<file path="config.mk">
export PLATFORM = sky130hd
export DESIGN_NAME = timing_output_polarity
export DESIGN_NICKNAME = d
export VERILOG_FILES = /design/src/common/timing_polarity_pkg.sv /design/src/design/timing_output_polarity.sv
export SDC_FILE = /design/constraint.sdc
export NUM_CORES = 1
export LEC_CHECK = 0
export ABC_AREA = 1
export ABC_CLOCK_PERIOD_IN_PS = 1900
export BUFFER_PORTS_ARGS = -buffer_cell sky130_fd_sc_hd__buf_4
export CAP_MARGIN = 20
export CORE_ASPECT_RATIO = 1.4
export CORE_MARGIN = 3
export CORE_UTILIZATION = 52
export CTS_CLUSTER_DIAMETER = 60
export DETAILED_ROUTE_END_ITERATION = 10
export GPL_ROUTABILITY_DRIVEN = 0
export PLACE_DENSITY = 0.87
export SLEW_MARGIN = 20
export SYNTH_ARGS = -nofsm -noshare
export SYNTH_HDL_FRONTEND = slang
export SYNTH_SLANG_ARGS = --single-unit
</file>
<file path="constraint.sdc">
create_clock -name i_clk_sys -period 1.9 [get_ports i_clk_sys]
set_clock_uncertainty 0.2 [all_clocks]
set_input_delay 0.19 -clock i_clk_sys [delete_from_list [all_inputs] [get_ports i_clk_sys]]
set_output_delay 0.19 -clock i_clk_sys [all_outputs]
set_load 0.005 [all_outputs]
</file>
<file path="src/common/timing_polarity_pkg.sv">
// Shared constants and carrier types for the timing output polarity block
package timing_polarity_pkg;

    // Register indices; byte address is four times the index
    localparam logic [7:0] IDX_POLARITY = 8'h56;
    localparam logic [7:0] IDX_PULSE_START = 8'h57;
    localparam logic [7:0] IDX_PULSE_STOP = 8'h58;
    localparam int ADDR_W = 12;

    // Polarity register bit positions
    localparam int POL_AUDIO_FRAME = 9;
    localparam int POL_TEN_FIELD = 8;
    localparam int POL_DISPLAY_EN = 7;
    localparam int POL_RESERVED = 6;
    localparam int POL_FIELD_DIGITAL = 5;
    localparam int POL_FIELD_SYNC = 4;
    localparam int POL_VBLANK = 3;
    localparam int POL_VSYNC = 2;
    localparam int POL_HBLANK = 1;
    localparam int POL_HSYNC = 0;

    // Writable polarity bits: 9..7 and 5..0
    localparam logic [15:0] POL_WRITE_MASK = 16'h03BF;
    localparam logic [15:0] POL_RESET = 16'h0000;
    localparam logic [15:0] PULSE_START_RESET = 16'h0000;
    localparam logic [15:0] PULSE_STOP_RESET = 16'h0000;

    // Last field index of a ten-field sequence
    localparam logic [3:0] TEN_FIELD_LAST = 4'h9;

    // Raw timing from the generator core, default polarities
    typedef struct packed {
        logic hsync_n;
        logic hblank;
        logic vsync;
        logic vblank;
        logic field_sync_one;
        logic field_digital_one;
        logic line_start;
        logic field_start;
        logic audio_div_reset;
        logic [15:0] pixel_count;
    } raw_timing_t;

    // Polarity-adjusted timing towards downstream video logic
    typedef struct packed {
        logic hsync;
        logic hblank;
        logic vsync;
        logic vblank;
        logic field_sync;
        logic field_digital;
        logic display_enable;
        logic ten_field_marker;
        logic audio_frame_marker;
        logic custom_line_pulse;
    } timing_out_t;

endpackage

</file>
<file path="src/design/timing_output_polarity.sv">
// Timing output polarity control with APB register access
//
// Overview of operation
// - Bit 9 inverts audio frame marker
// - Audio marker high through line one
// - No-audio variant: no marker, bit ignored
// - Bit 8 inverts ten-field marker
// - Ten-field marker high one line per sequence
// - Bit 7 inverts display enable
// - Display enable high while pixels shown
// - Bit 5 inverts digital field flag
// - Digital field flag high during field one
// - Bit 4 inverts field sync flag
// - Field sync flag high during field one
// - Bit 3 inverts vertical blanking
// - Vertical blanking low during active video
// - Bit 2 inverts vertical sync
// - Bit 1 inverts horizontal blanking
// - Horizontal blanking low during active samples
// - Bit 0 inverts horizontal sync
// - Horizontal sync active low by default
// - Start register sets pulse leading pixel
// - Stop register sets first pixel after pulse
//
// Decided for this implementation: the APB register port.
`timescale 1ns/1ps
`default_nettype none

module timing_output_polarity #(
    parameter bit HAS_AUDIO = 1'b1
) (
    input wire logic i_clk_sys,
    input wire logic i_srst,
    input wire logic psel,
    input wire logic penable,
    input wire logic pwrite,
    input wire logic [timing_polarity_pkg::ADDR_W-1:0] paddr,
    input wire logic [31:0] pwdata,
    output logic [31:0] prdata,
    output logic pready,
    output logic pslverr,
    input wire timing_polarity_pkg::raw_timing_t i_raw,
    output timing_polarity_pkg::timing_out_t o_timing
);

    localparam logic [timing_polarity_pkg::ADDR_W-1:0] ADDR_POL =
        {2'b00, timing_polarity_pkg::IDX_POLARITY, 2'b00};
    localparam logic [timing_polarity_pkg::ADDR_W-1:0] ADDR_START =
        {2'b00, timing_polarity_pkg::IDX_PULSE_START, 2'b00};
    localparam logic [timing_polarity_pkg::ADDR_W-1:0] ADDR_STOP =
        {2'b00, timing_polarity_pkg::IDX_PULSE_STOP, 2'b00};

    logic [15:0] polarity_reg;
    logic [15:0] pulse_start_reg;
    logic [15:0] pulse_stop_reg;
    logic [31:0] prdata_reg;
    logic [31:0] prdata_next;
    logic [3:0] field_count_reg;
    logic ten_field_reg;
    logic audio_frame_reg;
    logic hit_pol;
    logic hit_start;
    logic hit_stop;
    logic mapped;
    logic wr_en;
    logic seq_start;
    logic [15:0] eff_pol;
    timing_polarity_pkg::timing_out_t raw_out;

    // APB decode; zero wait states, error on unmapped access
    assign hit_pol = (paddr == ADDR_POL);
    assign hit_start = (paddr == ADDR_START);
    assign hit_stop = (paddr == ADDR_STOP);
    assign mapped = hit_pol | hit_start | hit_stop;
    assign pready = 1'b1;
    assign pslverr = psel & penable & ~mapped;
    assign wr_en = psel & penable & pwrite & mapped;
    assign prdata = prdata_reg;

    always_comb begin
        prdata_next = 32'h0000_0000;
        if (hit_pol) begin
            prdata_next[15:0] = polarity_reg;
        end else if (hit_start) begin
            prdata_next[15:0] = pulse_start_reg;
        end else if (hit_stop) begin
            prdata_next[15:0] = pulse_stop_reg;
        end
    end

    // Read data captured in setup so it is stable in access
    always_ff @(posedge i_clk_sys) begin
        if (i_srst) begin
            prdata_reg <= 32'h0000_0000;
        end else if (psel & ~penable & ~pwrite) begin
            prdata_reg <= prdata_next;
        end
    end

    // reserved bit masked
    // Reserved bits are never stored, so a careless write does no harm
    always_ff @(posedge i_clk_sys) begin
        if (i_srst) begin
            polarity_reg <= timing_polarity_pkg::POL_RESET;
        end else if (wr_en & hit_pol) begin
            polarity_reg <= pwdata[15:0] &
                timing_polarity_pkg::POL_WRITE_MASK;
        end
    end

    always_ff @(posedge i_clk_sys) begin
        if (i_srst) begin
            pulse_start_reg <= timing_polarity_pkg::PULSE_START_RESET;
        end else if (wr_en & hit_start) begin
            pulse_start_reg <= pwdata[15:0];
        end
    end

    always_ff @(posedge i_clk_sys) begin
        if (i_srst) begin
            pulse_stop_reg <= timing_polarity_pkg::PULSE_STOP_RESET;
        end else if (wr_en & hit_stop) begin
            pulse_stop_reg <= pwdata[15:0];
        end
    end

    // Field counter for the ten-field sequence
    assign seq_start = i_raw.field_start &
        (field_count_reg == timing_polarity_pkg::TEN_FIELD_LAST);

    always_ff @(posedge i_clk_sys) begin
        if (i_srst) begin
            field_count_reg <= timing_polarity_pkg::TEN_FIELD_LAST;
        end else if (i_raw.field_start) begin
            if (field_count_reg == timing_polarity_pkg::TEN_FIELD_LAST) begin
                field_count_reg <= 4'h0;
            end else begin
                field_count_reg <= field_count_reg + 4'h1;
            end
        end
    end

    // one line per sequence
    // Field start is also a line start, so setting must win
    always_ff @(posedge i_clk_sys) begin
        if (i_srst) begin
            ten_field_reg <= 1'b0;
        end else if (seq_start) begin
            ten_field_reg <= 1'b1;
        end else if (i_raw.line_start) begin
            ten_field_reg <= 1'b0;
        end
    end

    always_ff @(posedge i_clk_sys) begin
        if (i_srst) begin
            audio_frame_reg <= 1'b0;
        end else if (HAS_AUDIO & i_raw.audio_div_reset) begin
            audio_frame_reg <= 1'b1;
        end else if (i_raw.line_start) begin
            audio_frame_reg <= 1'b0;
        end
    end

    // Default-polarity signals before inversion
    always_comb begin
        raw_out.hsync = i_raw.hsync_n;
        raw_out.hblank = i_raw.hblank;
        raw_out.vsync = i_raw.vsync;
        raw_out.vblank = i_raw.vblank;
        raw_out.field_sync = i_raw.field_sync_one;
        raw_out.field_digital = i_raw.field_digital_one;
        raw_out.display_enable = ~i_raw.hblank & ~i_raw.vblank;
        raw_out.ten_field_marker = ten_field_reg;
        raw_out.audio_frame_marker = audio_frame_reg;
        raw_out.custom_line_pulse =
            (i_raw.pixel_count >= pulse_start_reg) &
            (i_raw.pixel_count < pulse_stop_reg);
    end

    assign eff_pol = HAS_AUDIO ? polarity_reg :
        (polarity_reg & ~(16'h0001 << timing_polarity_pkg::POL_AUDIO_FRAME));

    always_comb begin
        o_timing = raw_out;
        o_timing.hsync = raw_out.hsync ^
            eff_pol[timing_polarity_pkg::POL_HSYNC];
        o_timing.hblank = raw_out.hblank ^
            eff_pol[timing_polarity_pkg::POL_HBLANK];
        o_timing.vsync = raw_out.vsync ^
            eff_pol[timing_polarity_pkg::POL_VSYNC];
        o_timing.vblank = raw_out.vblank ^
            eff_pol[timing_polarity_pkg::POL_VBLANK];
        o_timing.field_sync = raw_out.field_sync ^
            eff_pol[timing_polarity_pkg::POL_FIELD_SYNC];
        o_timing.field_digital = raw_out.field_digital ^
            eff_pol[timing_polarity_pkg::POL_FIELD_DIGITAL];
        o_timing.display_enable = raw_out.display_enable ^
            eff_pol[timing_polarity_pkg::POL_DISPLAY_EN];
        o_timing.ten_field_marker = raw_out.ten_field_marker ^
            eff_pol[timing_polarity_pkg::POL_TEN_FIELD];
        o_timing.audio_frame_marker = raw_out.audio_frame_marker ^
            eff_pol[timing_polarity_pkg::POL_AUDIO_FRAME];
        // No inversion control for the user pulse here
        o_timing.custom_line_pulse = raw_out.custom_line_pulse;
    end
endmodule

`default_nettype wire

</file>
# == Word level (Yosys, flattened, before mapping) ==
# Cells that the tools add are included.
# Widths: inputs -> output; s select.
# totals
reg_bits,63
output_inout_bits,44
word_cells,51
# classes
n_addsub,1
order_cmp,2
n_eq_ne,4
mux,7
n_bitwise,28
reduce_logical,2
# op_table
cell,count
$mux 16,3
$eq 12x9->1 const B,3
$ge 16x16->1,1
$lt 16x16->1,1
$and 1x1->1,12
$xor 1x1->1,9
$not 1->1,5
$add 4x1->4 const B,1
$eq 4x4->1 const B,1
$mux 4,1
$reduce_bool 2->1,2
$mux 1,3
$or 1x1->1,2

# == Depth between registers and ports, before layout ==
# Gate-level depths: netlist (run 1).
# logic_depth
word_depth,5
depth_mapped,13

# == Worst setup path after synthesis (run 1) ==
# OpenSTA, ideal clock, no wires.
# synth_path
path_kind,register to output
start,register pulse_stop_reg[5]
end,output o_timing[0] (netlist bit)
arrival_time_ns,1.182
slack_ns,0.328
path_stages_with_launch,10
n_path_buf,0
cell_sequence,dfxtp_1 inv_1 ha_1 a21oi_1 nor2_1 nor3_1 nand2_1 nand2_1 nand2_1 nor2_1
# synth_lines
item,line_no,text
"start, declared",timing_output_polarity.sv:55,logic [15:0] pulse_stop_reg;
"start signal, assigned",timing_output_polarity.sv:121,pulse_stop_reg <= timing_polarity_pkg::PULSE_STOP_RESET;
"start signal, assigned",timing_output_polarity.sv:123,pulse_stop_reg <= pwdata[15:0];
"end, declared",timing_output_polarity.sv:43,output timing_polarity_pkg::timing_out_t o_timing

==> results.md, run 1 <==
- Top FF cell, synth: dfxtp_1
- Drt first pass iters: 8
- H-tree level count: 3
- First-pass GRT wire length: 18.0 mm
- CTS root buf: clkbuf_8
- CP bufs+invs: 2
- DR top layer: met4
- Total gr overflow: 0
- Final worst slack: -0.321 ns
- CP Class: reg -> out
- Share of layout cells above drive strength 1: 33.3%
- Synthesized cell area: 4010 µm²
- Reg2reg start: field_count_reg[0]
- Area of the multi-input gates: 2570 µm²
- Fin. Hold Viols: 0
- Drt first-iter violations: 302
- Vias in the first global route: 4168
- Via Count: 4311
- P&R area growth vs syn: 36.4%
- Critical path depth: 9
- Crit path capture type: primary output
- Core Area: 7410 µm²
- M1 WL: 4.11 mm
- Critical path destination: o_timing[0]
- Die area: 8810 µm²
- Post-synthesis cell type count: 32
- Post-synth top cells: 109 x nand2_1, 104 x nor2_1, 67 x inv_1
- Cell with the most instances after synthesis: nand2_1
- Crit path arrival time: 1.83 ns
- Clock tree buffer depth: 2
- Starting density of the core: 54.1%
- Post-synth EDFFs: 0
- Period utilisation layout: 117%
- Placed cell area: 4660 µm²
- Total GRT Usage: 26.4%
- Violated checks: negative setup slack
- Port Buffers: 84
- Clk_lat worst skew: 0.35 ns
- Final Cell Area: 5460 µm²
- R2R setup slack: 0.52 ns
- Total power: 3.12 mW
- Reg2reg end: field_count_reg[3]
- Hold WC Path Type: in -> reg
- Achievable Freq: 450 MHz
- Seq/Total Area, Yosys: 31.5%
- Cell taking the most area after synthesis: dfxtp_1
- MaxCap Viol Count: 0
- LEAKAGE: 2.61 nW
- Post-DP HPWL: 8.19 mm
- Largest net degree at the start of global routing: 34
- Max incr delay on CP: 0.34 ns
- FF+latch area: 1290 µm²
- Async S/R FF share, synth: 0%
- Vias per std cell: 5.36
- Area share of the largest cell type after synthesis: 31.5%
- Ant diodes: 0
- Cell Rows: 37
- Mean Syn Cell Area: 6.83 µm²
- Wirelength per Cell: 15.1 µm
- WL met3: 801 µm
- Max rail drop VDD: 375 µV
- Final #Nets: 808
- CP dominant cell by count: nor2_2
- RSZ-0062 raised after global routing: true
- Filler cells: 535
- Setup TNS: -0.321 ns
- ANT nets after route: 0
- Worst setup path startpoint: pulse_start_reg[13]
- Delay-heaviest family, CP: simple AND/OR/NAND/NOR gates
- Post-detailed-routing wire length: 12.1 mm
- Reg2Reg Depth: 4
- Clk sink count: 63
- Met2 WL: 6.55 mm
- Die X: 80.2 µm
- Slowest cell on the critical path: dfxtp_2
- CTS tree: built
- Yosys synthesis warning count: 0
- Antenna violations before repair: 0
- Remaining DRCs: 0
- Ranking of synthesized cells by area: dfxtp_1 31%, nand2_1 10%, nor2_1 9.7%, ha_1 9.7%, inv_1 6.3%
- Die span in y: 110 µm
- Crit Path Max Fanout: 3
- CTS clock-pin slew for the worst setup and hold paths: 0.07 ns
- Final Max Tran Viols: 0
- Critical path required time: 1.51 ns
- Syn Inst Count: 586
- #FFs+latches synth: 63
- CTS buffer count: 9
- Clock period minus worst slack: 2.22 ns
- Outcome: finished, violations left
- Sequence of cells on the critical path: inv_2, ha_4, nand4_1, a21oi_2, nor2_1, nand2_1, nor2_2, nor2_2, buf_4
- Final setup fails: 1
- I/O pins: 118
- Power per Cell Area: 571 nW/µm²
- Startpoint class of the critical path: flip-flop
-- layout make-up --
class / instances / share of cell area [%]
Clock buffer: 11 / 2.40
Sequential cell: 63 / 23.7
Multi-Input combinational cell: 432 / 47.1
Clock inverter: 5 / 1.49
Tap cell: 97 / 2.22
Timing Repair Buffer: 124 / 18.0
Inverter: 73 / 5.15
-- layout by cell type, fill, tap and decap left out, types with 6 or more instances in the layout --
| cell | n |
|---|---|
| nand2_1 | 103 |
| buf_4 | 103 |
| nor2_1 | 101 |
| inv_1 | 53 |
| dfxtp_1 | 38 |
| o21ai_0 | 33 |
| nand3_1 | 29 |
| a21oi_1 | 27 |
| nor2_2 | 27 |
| dfxtp_2 | 25 |
| dlygate4sd3_1 | 21 |
| inv_2 | 17 |
| ha_4 | 17 |
| conb_1 | 17 |
| ha_1 | 14 |
| o21ai_1 | 13 |
| xor2_1 | 9 |
| clkbuf_8 | 9 |
| nand2_2 | 8 |
| a21oi_2 | 6 |
-- worst reg2reg max path, stage by stage, from the launching register on --
cell and delay [ns]:
dfxtp_1 0.38, inv_1 0.06, or2_2 0.28, nor3_1 0.24, o31ai_1 0.10
-- cells by family after synthesis --
family	Yosys count	share of synthesized area, %
and+or+nand+nor	290	32.7
AOI/OAI and AO/OA	85	11.0
DFF	63	31.5
xor gates and xnor gates	9	1.97
buffers and inverters	106	12.9
adders and majority gates	31	9.68
other	2	0.188
-- per-stage QoR --
step	setup WS, ns	hold slack [ns]	utilization (%)	cells
final	-0.321	0.0878	73.8	805
after global routing	-0.424	0.125	73.8	805
after floorplan	0.328	0.107	-	601
after CTS	-0.283	0.0832	70.0	801
after global placement	0.0646	0.196	63.0	761
after detailed placement	0.0667	0.217	63.0	761
-- worst min-delay path by stage --
stage                    from              end  slack (ns)  depth (start not counted)
global route         paddr[4]        prdata[0]        0.12                          6
CTS                  paddr[4]        prdata[9]        0.08                          6
finish               paddr[4]        prdata[9]        0.09                          6
global placement    i_raw[16]  audio_frame_reg        0.20                          3
detailed placement  i_raw[16]  audio_frame_reg        0.22                          3
floorplan           i_raw[16]  audio_frame_reg        0.11                          2
-- power by group --
group | leakage (nW) | switching (mW) | total, mW | internal (mW)
Clock | 0.104 | 0.542 | 1.28 | 0.742
Sequential | 0.522 | 0.0130 | 1.35 | 1.34
Combinational | 1.98 | 0.245 | 0.485 | 0.240
Total | 2.61 | 0.799 | 3.12 | 2.32
-- per-layer routing --
layer  vias to the layer above  global-route usage (%)
met1                      1945                    25.8
met4                         0                    17.5
met5                         -                       0
met3                        71                    4.18
li1                       2052                       -
met2                       243                    50.2
-- repair_timing --
action                                  in CTS  in global routing
pin swaps                                    8                 19
endpoints found under the setup margin       1                  1
buffers inserted                             3                  4
endpoints found under the hold margin       54                  0
gates resized for setup                     18                 60
hold buffers                                21                  0
Power figures use the tool's default switching activity.
==> inputs of run 2 (changes only) <==
--- a/config.mk
+++ b/config.mk
@@ -5,17 +5,17 @@
 export SDC_FILE = /design/constraint.sdc
 export NUM_CORES = 1
 export LEC_CHECK = 0
-export ABC_AREA = 1
 export ABC_CLOCK_PERIOD_IN_PS = 1900
 export BUFFER_PORTS_ARGS = -buffer_cell sky130_fd_sc_hd__buf_4
 export CAP_MARGIN = 20
 export CORE_ASPECT_RATIO = 1.4
 export CORE_MARGIN = 3
-export CORE_UTILIZATION = 52
+export CORE_UTILIZATION = 51
 export CTS_CLUSTER_DIAMETER = 60
 export DETAILED_ROUTE_END_ITERATION = 10
 export GPL_ROUTABILITY_DRIVEN = 0
-export PLACE_DENSITY = 0.87
+export PLACE_DENSITY = 0.88
+export REMOVE_ABC_BUFFERS = 1
 export SLEW_MARGIN = 20
 export SYNTH_ARGS = -nofsm -noshare
 export SYNTH_HDL_FRONTEND = slang
==> results.md, run 2 <==
- Area share of the largest cell type after synthesis: 35.6% (was 31.5%)
- Final setup fails: 1 (unchanged)
- Drt first pass iters: 6 (was 8)
- P&R area growth vs syn: 44.2% (was 36.4%)
- Final #Nets: 674 (was 808)
- Achievable Freq: 406 MHz (was 450 MHz)
- RSZ-0062 raised after global routing: true (unchanged)
- Max incr delay on CP: 0.37 ns (was 0.34 ns)
- Post-detailed-routing wire length: 11.3 mm (was 12.1 mm)
- Clock period minus worst slack: 2.46 ns (was 2.22 ns)
- Die span in y: 105 µm (was 110 µm)
- CTS root buf: clkbuf_8 (unchanged)
- Fin. Hold Viols: 0 (unchanged)
- Reg2Reg Depth: 3 (was 4)
- Worst setup path startpoint: pulse_start_reg[0] (was pulse_start_reg[13])
- Vias per std cell: 5.60 (was 5.36)
- Post-Layout Cell Count: 666 (was 805)
- CP Class: reg -> out (unchanged)
- Clk sink count: 63 (unchanged)
- Post-synthesis compound-gate area fraction: 14.3% (was 11.0%)
- Reg2reg end: audio_frame_reg (was field_count_reg[3])
- Delay-heaviest family, CP: compound AO/OA/AOI/OAI gates (was simple AND/OR/NAND/NOR gates)
- Critical path required time: 1.51 ns (about the same)
- Total gr overflow: 0 (unchanged)
- Cell taking the most area after synthesis: dfxtp_1 (unchanged)
- ANT nets after route: 0 (unchanged)
- Async S/R FF share, synth: 0% (unchanged)
- Vias in the first global route: 3887 (was 4168)
- Wirelength per Cell: 16.9 µm (was 15.1 µm)
- Power per Cell Area: 566 nW/µm² (was 571 nW/µm²)
- CTS buffer count: 9 (unchanged)
- MaxCap Viol Count: 0 (unchanged)
- Crit Path Max Fanout: 2 (was 3)
- Cell with the most instances after synthesis: dfxtp_1 (was nand2_1)
- Die area: 7990 µm² (was 8810 µm²)
- First-pass GRT wire length: 17.8 mm (was 18.0 mm)
- Crit path arrival time: 2.07 ns (was 1.83 ns)
- Setup TNS: -0.560 ns (was -0.321 ns)
- Synthesized cell area: 3540 µm² (was 4010 µm²)
- Starting density of the core: 53.2% (was 54.1%)
- Share of layout cells above drive strength 1: 32.2% (was 33.3%)
- Cell Rows: 35 (was 37)
- Final Cell Area: 5100 µm² (was 5460 µm²)
- Syn Inst Count: 423 (was 586)
- Post-synth EDFFs: 0 (unchanged)
- Startpoint class of the critical path: flip-flop (unchanged)
- Via Count: 3732 (was 4311)
- Placed cell area: 4510 µm² (was 4660 µm²)
- Outcome: finished, violations left (unchanged)
- Largest net degree at the start of global routing: 25 (was 34)
- Ranking of synthesized cells by area: dfxtp_1 36%, ha_1 11%, mux2i_1 7.4%, nand2_1 5.3%, nor2_1 4.9% (was dfxtp_1 31%, nand2_1 10%, nor2_1 9.7%, ha_1 9.7%, inv_1 6.3%)
- Yosys synthesis warning count: 0 (unchanged)
- H-tree level count: 3 (unchanged)
- Mean Syn Cell Area: 8.37 µm² (was 6.83 µm²)
- CP bufs+invs: 1 (was 2)
- Clock tree buffer depth: 2 (unchanged)
- Ant diodes: 0 (unchanged)
- Crit path capture type: primary output (unchanged)
- Remaining DRCs: 0 (unchanged)
- Adder-cell share of the synthesized area: 11.0% (was 9.68%)
- Post-Synth XOR/XNOR Area: 2.47% (was 1.97%)
- Seq/Total Area, Yosys: 35.6% (was 31.5%)
- Violated checks: negative setup slack (unchanged)
- Hold Crit Start: paddr[2] (was paddr[4])
- Slowest cell on the critical path: a2111oi_4 (was dfxtp_2)
- Placed Cells: 628 (was 761)
- CTS clock-pin slew for the worst setup and hold paths: 0.07 ns (about the same)
- Max rail drop VDD: 508 µV (was 375 µV)
- R2R setup slack: 0.52 ns (about the same)
- Post-synth top cells: 63 x dfxtp_1, 50 x nand2_1, 46 x nor2_1 (was 109 x nand2_1, 104 x nor2_1, 67 x inv_1)
- Post-synthesis cell type count: 48 (was 32)
- Simple-gate share of the synthesized area: 20.0% (was 32.7%)
- End of the worst hold path: prdata[9] (unchanged)
- Port Buffers: 84 (unchanged)
- Period utilisation layout: 129% (was 117%)
- Die X: 76.4 µm (was 80.2 µm)
- Hold WC Path Type: in -> reg (unchanged)
- Final Max Tran Viols: 0 (unchanged)
- Antenna violations before repair: 0 (unchanged)
- LEAKAGE: 2.08 nW (was 2.61 nW)
- Main combinational cell family by area after synthesis: simple AND/OR/NAND/NOR gates (unchanged)
- Most frequent cells in the layout: 128 x buf_4, 55 x dfxtp_1, 50 x nand2_1 (was 103 x nand2_1, 103 x buf_4, 101 x nor2_1)
- Final worst slack: -0.560 ns (was -0.321 ns)
- I/O pins: 118 (unchanged)
- Hold path depth: 4 (was 6)
- Post-DP HPWL: 7.48 mm (was 8.19 mm)
- Top FF cell, synth: dfxtp_1 (unchanged)
- Total GRT Usage: 27.9% (was 26.4%)
- Reg2reg start: audio_frame_reg (was field_count_reg[0])
- #FFs+latches synth: 63 (unchanged)
- Drt first-iter violations: 324 (was 302)
- CTS tree: built (unchanged)
- Mux contribution to synthesized area: 7.35% (was 0%)
- Clk_lat worst skew: 0.37 ns (was 0.35 ns)
- Core Area: 6660 µm² (was 7410 µm²)
- Sequence of cells on the critical path: ha_4, nand2b_4, a2111oi_4, nor4_4, a221oi_2, a211oi_2, buf_4 (was inv_2, ha_4, nand4_1, a21oi_2, nor2_1, nand2_1, nor2_2, nor2_2, buf_4)
- Commonest non-fill, non-tap cell in the layout: buf_4
[run 2: changes by cell type in the layout (fill, tap and decap cells not counted), sizes merged, moves of 5 or more]
cell    before  now
mux2i        0   26
a221oi       0    5
nor3         6   13
inv         74   38
nand3       33   10
nand2      113   51
a22oi        0    9
buf        103  130
nor2       134   47
o21ai       46   12
[run 2: area by class of cell]
class,instances,area [µm²]
Sequential cell,63,1270
Clock inverter,7,55.1
Timing Repair Buffer,151,1210
Inverter,35,131
Clock buffer,9,124
Multi-Input combinational cell,309,2200
Tap cell,92,115
Fill cell,451,1550
[run 2: metal layers]
layer / track usage, % / routed length, µm / up-vias
met3: 7.33 / 822 / 54
met2: 49.5 / 5950 / 201
met4: 19.2 / 458 / 0
li1: - / - / 1728
met5: 0 / 0 / -
met1: 28.1 / 4060 / 1749
[run 2: worst max-delay path by stage]
stage / to / slack (ns) / depth (start not counted)
finish: o_timing[0] / -0.56 / 7
CTS: o_timing[0] / -0.53 / 7
global route: o_timing[0] / -0.60 / 7
detailed placement: o_timing[0] / -0.32 / 7
global placement: o_timing[0] / -0.32 / 7
floorplan: eff_pol[0] / -0.40 / 5
[run 2: where the power goes]
part	internal, mW	leakage [nW]	switching (mW)	total [mW]
logic	0.239	1.48	0.206	0.445
registers	1.33	0.513	0.0118	1.35
clock network	0.485	0.0866	0.610	1.10
[run 2: kinds of logic (layout without fill, tap and decap cells)]
logic type	count (synthesis)	count (layout)
adders and majority gates	31	31
and+or+nand+nor	144	144
xor gates and xnor gates	10	10
AOI/OAI and AO/OA	81	81
other	2	17
muxes	26	26
DFF	63	63
buffers and inverters	66	202
[run 2: worst min-delay path, cell delays in order]
cell     delay, ns
buf_4         0.12
a21oi_1       0.07
a21oi_1       0.11
o31ai_1       0.07
[run 2: timing repair]
item                                   CTS  global route
pin swaps                               12             3
gates resized for setup                 30             6
endpoints found under the hold margin   48             0
gates cloned                             0             0
hold buffers                            21             0
setup buffers                            1             0
setup endpoints to repair                1             1
[run 2: per-stage QoR]
stage	utilization [%]	setup slack [ns]	power [mW]	hold slack, ns
6_report	76.7	-0.560	2.89	0.0409
3_3_place_gp	67.8	-0.321	1.71	0.192
4_1_cts	76.1	-0.525	2.86	0.0459
2_1_floorplan	-	-0.398	1.51	0.0591
5_1_grt	76.7	-0.597	2.99	0.107
3_5_place_dp	67.8	-0.318	1.73	0.216
